$ cat src/hdl/event_route_pkg.sv
package event_route_pkg;
   // ----------------------------------------
   // geometry
   // ----------------------------------------
   localparam int NUM_CH = 6;
   localparam int ADDR_W = 4;
   localparam int DATA_W = 32;
   localparam int BE_W = 4;
   localparam int GEN_W = 6;
   localparam int NUM_GEN = 64;
   // ----------------------------------------
   // register offsets (byte addresses)
   // ----------------------------------------
   localparam logic [ADDR_W-1:0] OFS_CONTROL = 4'h0;
   localparam logic [ADDR_W-1:0] OFS_ROUTE = 4'h4;
   localparam logic [ADDR_W-1:0] OFS_WORD_MASK = 4'hC;
   // ----------------------------------------
   // control fields
   // ----------------------------------------
   localparam int CTL_SOFT_RESET_BIT = 0;
   localparam int CTL_CLOCK_ON_DEMAND_BIT = 4;
   // ----------------------------------------
   // route_config fields
   // ----------------------------------------
   localparam int RC_SEL_LO = 0;
   localparam int RC_SEL_HI = 2;
   localparam int RC_INJECT_BIT = 8;
   localparam int RC_GEN_LO = 16;
   localparam int RC_GEN_HI = 21;
   localparam int RC_PATH_LO = 24;
   localparam int RC_PATH_HI = 25;
   localparam int RC_EDGE_LO = 26;
   localparam int RC_EDGE_HI = 27;
   localparam int BYTE_SEL = 0;
   localparam int BYTE_INJ = 1;
   localparam int BYTE_GEN = 2;
   localparam int BYTE_PE = 3;
   // ----------------------------------------
   // codes and reset values
   // ----------------------------------------
   localparam logic [1:0] PATH_SYNC = 2'h0;
   localparam logic [1:0] PATH_RESYNC = 2'h1;
   localparam logic [1:0] PATH_ASYNC = 2'h2;
   localparam logic [1:0] EDGE_NONE = 2'h0;
   localparam logic [1:0] EDGE_RISE = 2'h1;
   localparam logic [1:0] EDGE_FALL = 2'h2;
   localparam logic [1:0] EDGE_BOTH = 2'h3;
   localparam logic [GEN_W-1:0] GEN_NONE = 6'h00;
   localparam logic [GEN_W-1:0] GEN_LAST = 6'h26;
   localparam logic [GEN_W-1:0] GEN_RSV_LO = 6'h18;
   localparam logic [GEN_W-1:0] GEN_RSV_HI = 6'h1E;
   localparam logic [DATA_W-1:0] RESET_WORD = 32'h00000000;
   localparam logic [2:0] SEL_RESET = 3'h0;
   localparam logic [DATA_W-1:0] READ_UNMAPPED = 32'h00000000;
   typedef enum logic [2:0]
   {
      BUS_IDLE = 3'b001,
      BUS_ACT = 3'b010,
      BUS_DONE = 3'b100
   } bus_state_e;
   typedef struct packed
   {
      logic [1:0] edge_sel;
      logic [1:0] path;
      logic [GEN_W-1:0] gen;
   } chan_cfg_s;
endpackage : event_route_pkg
$ cat src/hdl/chan_cfg_if.sv
`timescale 1ns/1ns
`default_nettype none
interface chan_cfg_if;
   import event_route_pkg::*;
   logic wr;
   logic [2:0] sel;
   chan_cfg_s wdata;
   chan_cfg_s rdata;
   chan_cfg_s cfg [NUM_CH];
   modport bank (input wr, input sel, input wdata, output rdata, output cfg);
   modport ctl (output wr, output sel, output wdata, input rdata, input cfg);
endinterface : chan_cfg_if
`default_nettype wire

$ cat src/hdl/chan_cfg_bank.sv
`timescale 1ns/1ns
`default_nettype none
module chan_cfg_bank
(
   // clock and reset
   input wire logic sys_clk,
   input wire logic rst_b,
   input wire logic clk_en,
   input wire logic soft_clear,
   // configuration access
   chan_cfg_if.bank cf
);
   import event_route_pkg::*;
   chan_cfg_s store [NUM_CH];
   // ----------------------------------------
   // per-channel storage
   // ----------------------------------------
   always_ff @(posedge sys_clk or negedge rst_b)
   begin
      if (!rst_b)
      begin
         for (int i = 0; i < NUM_CH; i++)
            store[i] <= '0;
      end
      else if (clk_en)
      begin
         if (soft_clear)
         begin
            for (int i = 0; i < NUM_CH; i++)
               store[i] <= '0;
         end
         else if (cf.wr && cf.sel < 3'(NUM_CH))
            store[cf.sel] <= cf.wdata;
      end
   end
   always_comb
   begin
      cf.rdata = (cf.sel < 3'(NUM_CH)) ? store[cf.sel] : '0;
      for (int i = 0; i < NUM_CH; i++)
         cf.cfg[i] = store[i];
   end
endmodule : chan_cfg_bank
`default_nettype wire

$ cat src/hdl/chan_edge_detect.sv
`timescale 1ns/1ns
`default_nettype none
module chan_edge_detect
(
   // clock and reset
   input wire logic sys_clk,
   input wire logic rst_b,
   input wire logic clk_en,
   input wire logic soft_clear,
   // channel
   input wire logic [1:0] edge_sel,
   input wire logic [1:0] path,
   input wire logic level,
   output logic detect
);
   import event_route_pkg::*;
   logic level_q;
   // ----------------------------------------
   // edge detection
   // ----------------------------------------
   always_ff @(posedge sys_clk or negedge rst_b)
   begin
      if (!rst_b)
         level_q <= 1'b0;
      else if (clk_en)
         level_q <= soft_clear ? 1'b0 : level;
   end
   always_comb
   begin
      detect = 1'b0;
      if (path != PATH_ASYNC)
      begin
         case (edge_sel)
            EDGE_RISE: detect = level & ~level_q;
            EDGE_FALL: detect = ~level & level_q;
            EDGE_BOTH: detect = level ^ level_q;
            default: detect = 1'b0;
         endcase
      end
   end
endmodule : chan_edge_detect
`default_nettype wire

$ cat src/hdl/event_route_config_regs.sv
`timescale 1ns/1ns
`default_nettype none
module event_route_config_regs
(
   // clock and reset
   input wire logic sys_clk,
   input wire logic rst_b,
   input wire logic clk_en,
   // avalon-mm slave
   input wire logic [event_route_pkg::ADDR_W-1:0] address,
   input wire logic read,
   input wire logic write,
   input wire logic [event_route_pkg::BE_W-1:0] byteenable,
   input wire logic [event_route_pkg::DATA_W-1:0] writedata,
   output logic [event_route_pkg::DATA_W-1:0] readdata,
   output logic waitrequest,
   // protection
   input wire logic write_guard_on,
   // generators
   input wire logic [event_route_pkg::NUM_GEN-1:0] gen_level,
   // channel outputs
   output logic [event_route_pkg::NUM_CH-1:0] chan_event,
   output logic [event_route_pkg::NUM_CH-1:0] gclk_req,
   output logic [event_route_pkg::NUM_CH-1:0] chan_async
);
   import event_route_pkg::*;

   function automatic logic gen_valid(input logic [GEN_W-1:0] g);
      gen_valid = 1'b1;
      if (g == GEN_NONE)
         gen_valid = 1'b0;
      else if (g > GEN_LAST)
         gen_valid = 1'b0;
      else if (g >= GEN_RSV_LO && g <= GEN_RSV_HI)
         gen_valid = 1'b0;
   endfunction : gen_valid

   function automatic logic ctl_byte_hit(input logic [ADDR_W-1:0] a, input logic [BE_W-1:0] be);
      ctl_byte_hit = (a == OFS_CONTROL) && be[BYTE_SEL];
   endfunction : ctl_byte_hit

   function automatic logic route_hit(input logic [ADDR_W-1:0] a);
      route_hit = (a == OFS_ROUTE);
   endfunction : route_hit

   function automatic logic is_async(input logic [1:0] p);
      is_async = (p == PATH_ASYNC);
   endfunction : is_async

   chan_cfg_if cf ();
   bus_state_e state;
   logic clock_on_demand_ctl;
   logic [2:0] sel;
   logic soft_clear;
   logic take_wr;
   logic [NUM_GEN-1:0] gen_s1;
   logic [NUM_GEN-1:0] gen_s2;
   logic [NUM_CH-1:0] detect;
   logic [NUM_CH-1:0] chan_level;
   logic [DATA_W-1:0] next_readdata;
   logic [2:0] next_sel;
   chan_cfg_s next_cfg;
   logic ctl_wr;
   logic route_wr;
   logic inject_wr;
   logic take_rd;
   logic [NUM_CH-1:0] next_chan_event;
   logic [NUM_CH-1:0] next_gclk_req;
   logic [NUM_CH-1:0] next_chan_async;

   // ----------------------------------------
   // bus handshake: two wait cycles, answer in third
   // ----------------------------------------
   always_ff @(posedge sys_clk or negedge rst_b)
   begin
      if (!rst_b)
         state <= BUS_IDLE;
      else if (clk_en)
      begin
         case (state)
            BUS_IDLE: state <= (read || write) ? BUS_ACT : BUS_IDLE;
            BUS_ACT: state <= BUS_DONE;
            BUS_DONE: state <= BUS_IDLE;
            default: state <= BUS_IDLE;
         endcase
      end
   end
   always_ff @(posedge sys_clk or negedge rst_b)
   begin
      if (!rst_b)
         waitrequest <= 1'b1;
      else if (clk_en)
      begin
         if (state == BUS_ACT)
            waitrequest <= 1'b0;
         else
            waitrequest <= 1'b1;
      end
   end
   assign take_wr = clk_en && state == BUS_ACT && write && !write_guard_on;

   // ----------------------------------------
   // write decode
   // ----------------------------------------
   assign ctl_wr = take_wr && ctl_byte_hit(address, byteenable);
   assign route_wr = take_wr && route_hit(address);
   assign inject_wr = route_wr && byteenable[BYTE_INJ] && writedata[RC_INJECT_BIT];
   assign soft_clear = ctl_wr && writedata[CTL_SOFT_RESET_BIT];
   always_comb
   begin
      next_sel = sel;
      next_cfg = cf.rdata;
      if (address == OFS_ROUTE && byteenable[BYTE_SEL])
         next_sel = writedata[RC_SEL_HI:RC_SEL_LO];
      if (byteenable[BYTE_GEN])
         next_cfg.gen = writedata[RC_GEN_HI:RC_GEN_LO];
      if (byteenable[BYTE_PE])
      begin
         next_cfg.path = writedata[RC_PATH_HI:RC_PATH_LO];
         next_cfg.edge_sel = writedata[RC_EDGE_HI:RC_EDGE_LO];
      end
   end
   // ----------------------------------------
   // control register
   // ----------------------------------------
   always_ff @(posedge sys_clk or negedge rst_b)
   begin
      if (!rst_b)
         clock_on_demand_ctl <= 1'b0;
      else if (clk_en)
      begin
         if (soft_clear)
            clock_on_demand_ctl <= 1'b0;
         else if (ctl_wr)
            clock_on_demand_ctl <= writedata[CTL_CLOCK_ON_DEMAND_BIT];
      end
   end

   // ----------------------------------------
   // channel selection
   // ----------------------------------------
   always_ff @(posedge sys_clk or negedge rst_b)
   begin
      if (!rst_b)
         sel <= SEL_RESET;
      else if (clk_en)
      begin
         if (soft_clear)
            sel <= SEL_RESET;
         else if (route_wr)
            sel <= next_sel;
      end
   end

   // ----------------------------------------
   // bank access
   // ----------------------------------------
   assign cf.sel = route_wr ? next_sel : sel;
   assign cf.wr = route_wr && (byteenable[BYTE_GEN] || byteenable[BYTE_PE]);
   assign cf.wdata = next_cfg;

   chan_cfg_bank u_bank
   (
      .sys_clk(sys_clk),
      .rst_b(rst_b),
      .clk_en(clk_en),
      .soft_clear(soft_clear),
      .cf(cf)
   );

   // ----------------------------------------
   // read data
   // ----------------------------------------
   always_comb
   begin
      next_readdata = READ_UNMAPPED;
      if (address == OFS_CONTROL)
         next_readdata[CTL_CLOCK_ON_DEMAND_BIT] = clock_on_demand_ctl;
      else if (address == OFS_ROUTE)
      begin
         next_readdata[RC_SEL_HI:RC_SEL_LO] = sel;
         next_readdata[RC_GEN_HI:RC_GEN_LO] = cf.rdata.gen;
         next_readdata[RC_PATH_HI:RC_PATH_LO] = cf.rdata.path;
         next_readdata[RC_EDGE_HI:RC_EDGE_LO] = cf.rdata.edge_sel;
      end
   end
   assign take_rd = state == BUS_IDLE && read;

   // ----------------------------------------
   // read register
   // ----------------------------------------
   always_ff @(posedge sys_clk or negedge rst_b)
   begin
      if (!rst_b)
         readdata <= RESET_WORD;
      else if (clk_en && take_rd)
         readdata <= next_readdata;
   end

   // ----------------------------------------
   // generator synchronisers and channel logic
   // ----------------------------------------
   always_ff @(posedge sys_clk or negedge rst_b)
   begin
      if (!rst_b)
         gen_s1 <= '0;
      else if (clk_en)
         gen_s1 <= gen_level;
   end
   always_ff @(posedge sys_clk or negedge rst_b)
   begin
      if (!rst_b)
         gen_s2 <= '0;
      else if (clk_en)
         gen_s2 <= gen_s1;
   end

   // ----------------------------------------
   // per-channel edge detection
   // ----------------------------------------
   genvar c;
   generate
      for (c = 0; c < NUM_CH; c++)
      begin : g_ch
         assign chan_level[c] = gen_valid(cf.cfg[c].gen) && gen_s2[cf.cfg[c].gen];
         chan_edge_detect u_edge
         (
            .sys_clk(sys_clk),
            .rst_b(rst_b),
            .clk_en(clk_en),
            .soft_clear(soft_clear),
            .edge_sel(cf.cfg[c].edge_sel),
            .path(cf.cfg[c].path),
            .level(chan_level[c]),
            .detect(detect[c])
         );
      end
   endgenerate
   // ----------------------------------------
   // next channel outputs
   // ----------------------------------------
   always_comb
   begin
      next_chan_event = '0;
      next_gclk_req = '0;
      next_chan_async = '0;
      if (!soft_clear)
      begin
         for (int i = 0; i < NUM_CH; i++)
         begin
            next_chan_event[i] = detect[i] || (inject_wr && next_sel == 3'(i));
            next_chan_async[i] = is_async(cf.cfg[i].path);
            next_gclk_req[i] = !is_async(cf.cfg[i].path)
               && (clock_on_demand_ctl || detect[i]);
         end
      end
   end

   // ----------------------------------------
   // registered channel outputs
   // ----------------------------------------
   always_ff @(posedge sys_clk or negedge rst_b)
   begin
      if (!rst_b)
         chan_event <= '0;
      else if (clk_en)
         chan_event <= next_chan_event;
   end

   always_ff @(posedge sys_clk or negedge rst_b)
   begin
      if (!rst_b)
         gclk_req <= '0;
      else if (clk_en)
         gclk_req <= next_gclk_req;
   end

   always_ff @(posedge sys_clk or negedge rst_b)
   begin
      if (!rst_b)
         chan_async <= '0;
      else if (clk_en)
         chan_async <= next_chan_async;
   end
endmodule : event_route_config_regs
`default_nettype wire

$ cat config.mk
export PLATFORM = sky130hd
export DESIGN_NAME = event_route_config_regs
export DESIGN_NICKNAME = d
export VERILOG_FILES = /design/src/hdl/event_route_pkg.sv /design/src/hdl/chan_cfg_if.sv /design/src/hdl/chan_cfg_bank.sv /design/src/hdl/chan_edge_detect.sv /design/src/hdl/event_route_config_regs.sv
export SDC_FILE = /design/constraint.sdc
export NUM_CORES = 1
export LEC_CHECK = 0
export ABC_AREA = 1
export BUFFER_PORTS_ARGS = -buffer_cell sky130_fd_sc_hd__buf_2
export CORE_AREA = 2 2 238 240
export CTS_BUF_LIST = sky130_fd_sc_hd__clkbuf_4
export DETAILED_ROUTE_END_ITERATION = 7
export DIE_AREA = 0 0 240 242
export GPL_TIMING_DRIVEN = 1
export HOLD_SLACK_MARGIN = 0.1
export SYNTH_ARGS = -nofsm -noshare
export SYNTH_HDL_FRONTEND = slang
export SYNTH_SLANG_ARGS = --single-unit
$ cat constraint.sdc
create_clock -name sys_clk -period 5.09 [get_ports sys_clk]
set_input_delay 0.509 -clock sys_clk [delete_from_list [all_inputs] [get_ports sys_clk]]
set_output_delay 0.509 -clock sys_clk [all_outputs]
set_load 0.01 [all_outputs]
==> metrics.md <==
| Metric | Value |
|---|---|
| Final setup violation count | 0 |
| Outcome | finished, final reports clean |
| Setup Buffers After CTS | 0 |
| WP data required | 5.79 ns |
| LEAKAGE | 8.52 nW |
| Pwr per Cell Area | 255 nW/um^2 |
| Clock net sink count | 234 |
| CP peak stage delay | 0.87 ns |
| Port bufs | 125 |
| Syn_area_per_cell | 6.61 um^2 |
| H-Tree Depth | 2 |
| NumNets Final | 2444 |
| Final hold vios | 0 |
| Detail Placement HPWL | 34000 um |
| Mapped Cells | 2162 |
| FILL cells | 6221 |
| Final Power | 4.31 mW |
| CTS Hold Bufs | 72 |
| Mapped cell area | 14300 um^2 |
| Max-Slew Margin vs Limit | 23.7% |
| Max VDD drop | 0.000164 V |
| Yosys reg bits | 234 |
| F_max | 287 MHz |
| CP max-delay cell | dfrtp_1 |
| Initial DRC count | 1272 |
| Die Footprint | 58100 um^2 |
| Cell variety after synth | 39 |
| Tmin final | 3.48 ns |
| Worst path arrival time | 4.18 ns |
| Vias in the first global route | 14048 |
| Area growth, synth to finish | 18.1% |
| First-pass GRT wire length | 78000 um |
| Final slew viol count | 0 |
| Clock Skew | 0.0879 ns |
| Final hold slack | 0.181 ns |
| Seq/Total Area, Yosys | 41.0% |
| Clk_lat worst skew | 0.80 ns |
| Clock buffer depth | 3 |
| Vias | 14831 |
| Placeable Area | 55700 um^2 |
| TritonCTS clock tree | built |
| Buf+Inv Stages, Crit Path | 2 |
| Vias/cell | 4.75 |
| Warnings, synthesis | 0 |
| RSZ-0062 raised after global routing | no |
| Routability congestion estimate | 0.958 |
| Crit-path cells | clkinv_1, buf_4, nand3_1, nand3_1, nand3_1, a21oi_1, nor2_1, nand2_1, ha_1, a21oi_1, o21ai_0, nand2_1, nand2_1, nand2_1, nand2_1, nand2_1 |
| Reg area | 5860 um^2 |
| GRT Total Usage | 16.8% |
| Worst slew pin tran | 1.14 ns |
| Post-route antenna net violation count | 0 |
| DRC Markers | 0 |
| Most used cell, CP | nand2_1 |
| Crit path max-delay family | simple AND/OR/NAND/NOR gates |
| Setup CP Type | flop to flop |
| Root buffer cell | clkbuf_4 |
| Final instance area | 16900 um^2 |
| Initial DRT Pass Iterations | 7 |
| Die Y | 242 um |
| Initial antenna violation count | 1 |
| Clock transition at the registers of the reported paths | 0.09 ns |
| Post-CTS resize count | 0 |
| Critical path launch point type | flop |
| Clock buffer count from CTS | 61 |
| Routed len/inst | 15.7 um |
| Setup TNS | 0 ns |
| Initial core utilization | 25.6% |
| Multi-input combinational cell area | 7320 um^2 |
| Row count | 87 |
| Layout cells sized above 1 | 11.3% |
| DRT Wirelength | 49100 um |
| DP Area | 15500 um^2 |
| Die width | 240 um |
| Largest net degree at the start of global routing | 107 |
| MaxCap Viol Count | 0 |
| Grt ovf | 0 |
| Final Core Density | 30.3% |
| Final Cycle Share | 68.4% |
| Ports | 161 |
| Endpoint class of the critical path | flop |
| CP Max Fanout | 18 |
| Hold Path Class | primary input to flop |
[stage by stage]
step	instances	setup slack, ns
detailed placement	2949	1.42
global route	3122	1.29
floorplan	2179	2.91
CTS	3121	1.57
global placement	2949	1.46
finish	3122	1.61
[final cells by class]
cell class / count / area share (%)
clock inverter: 24 / 0.593
antenna: 1 / 0.0148
multi-input combinational: 1663 / 43.4
clock buffer: 76 / 3.38
tap: 756 / 5.60
inverter: 152 / 3.39
sequential: 234 / 34.7
timing repair buffer: 216 / 8.97
[path summary, 6_finish.rpt]
path                                    from           endpoint  slack (ns)  cells past startpoint
setup / recovery           u_bank.cf.cfg[41]      chan_event[1]        1.61                     16
hold / removal                        clk_en         gen_s2[52]        0.18                      3
setup reg to reg           u_bank.cf.cfg[41]      chan_event[1]        1.61                     16
hold reg to reg                    gen_s1[0]          gen_s2[0]        0.41                      2
max in group asynchronous              rst_b         gen_s1[25]        3.58                      3
min in group asynchronous              rst_b  u_bank.cf.cfg[41]        0.35                      2
[cells by family after synthesis]
logic type | share of synthesized area [%]
buffers and inverters | 8.22
adders and majority gates | 0.525
DFF | 41.0
and+or+nand+nor | 37.3
other | 0.0262
AOI/OAI and AO/OA | 12.9
[metal layers]
layer | track usage [%] | share of wire [%] | vias to the layer above
met3 | 2.67 | 7.8 | 126
li1 | - | - | 7299
met5 | 0 | 0 | -
met1 | 22.9 | 43 | 6792
met4 | 7.42 | 3.9 | 0
met2 | 26.3 | 45 | 614
[worst register-to-register path, cell delays in order (launching register included)]
cell and delay (ns):
dfrtp_1 0.87, clkinv_1 0.56, buf_4 0.35, nand3_1 0.10, nand3_1 0.12, nand3_1 0.11
a21oi_1 0.07, nor2_1 0.23, nand2_1 0.11, ha_1 0.28, a21oi_1 0.14, o21ai_0 0.09
nand2_1 0.11, nand2_1 0.06, nand2_1 0.05, nand2_1 0.06, nand2_1 0.07
[synth_stat cells]
| library cell | instances | share of area [%] |
|---|---|---|
| nand2_1 | 918 | 24 |
| nand3_1 | 262 | 9.2 |
| dfrtp_1 | 232 | 41 |
| o21ai_0 | 205 | 7.2 |
| inv_1 | 140 | 3.7 |
| a21oi_1 | 110 | 3.9 |
| clkbuf_1 | 70 | 1.8 |
| nor2_1 | 56 | 1.5 |
| buf_4 | 24 | 1.3 |
| buf_1 | 20 | 0.53 |
| buf_2 | 15 | 0.53 |
| nand2_2 | 15 | 0.66 |
| nor3_1 | 13 | 0.46 |
| o21ai_1 | 11 | 0.39 |
| o211ai_1 | 10 | 0.53 |
| clkinv_1 | 9 | 0.24 |
| nor2_2 | 7 | 0.31 |
| ha_1 | 6 | 0.53 |
| nand4_1 | 5 | 0.22 |
| a221oi_1 | 3 | 0.18 |
| a22oi_1 | 3 | 0.16 |
| inv_2 | 3 | 0.079 |
| nor4_1 | 3 | 0.13 |
| o21ai_4 | 3 | 0.34 |
| a31oi_1 | 2 | 0.088 |
| dfstp_2 | 2 | 0.37 |
| nor2_4 | 2 | 0.16 |
| o21ai_2 | 2 | 0.12 |
| and3_1 | 1 | 0.044 |
| buf_6 | 1 | 0.079 |
| conb_1 | 1 | 0.026 |
| nand2_4 | 1 | 0.079 |
| nand3_2 | 1 | 0.070 |
| nand3_4 | 1 | 0.12 |
| nand3b_4 | 1 | 0.14 |
| nor3_4 | 1 | 0.11 |
| nor3b_1 | 1 | 0.053 |
| o21bai_1 | 1 | 0.053 |
| or2_0 | 1 | 0.044 |
[sequential cells by signal, summed over array words and instances, names as in the netlist]
register,count
chan_async,6
chan_event,6
clock_on_demand_ctl,1
g_ch.u_edge.level_q,6
gclk_req,6
gen_s1,64
gen_s2,64
readdata,14
sel,3
state,3
u_bank.cf.cfg,60
waitrequest,1
[power by group]
part	leakage [nW]	switching (mW)	internal (mW)
clock	0.403	0.804	0.695
combinational	5.10	0.423	0.234
sequential	3.02	0.164	1.99
[cell usage in the layout (no fill, tap or decap), types with 2 or more instances in the layout]
cell and instances:
nand2_1 918, nand3_1 262, dfrtp_1 232, o21ai_0 205
inv_1 140, buf_2 123, a21oi_1 110, clkbuf_4 76
dlygate4sd3_1 72, nor2_1 56, clkinv_1 25, buf_4 19
conb_1 18, nand2_2 15, nor3_1 13, o21ai_1 11
o211ai_1 10, nor2_2 7, clkinv_2 6, ha_1 6
nand4_1 5, inv_2 4, a221oi_1 3, nor4_1 3
a22oi_1 3, o21ai_4 3, a31oi_1 2, nor2_4 2
o21ai_2 2, dfstp_2 2
No activity file was read; power rests on OpenSTA's default activity.
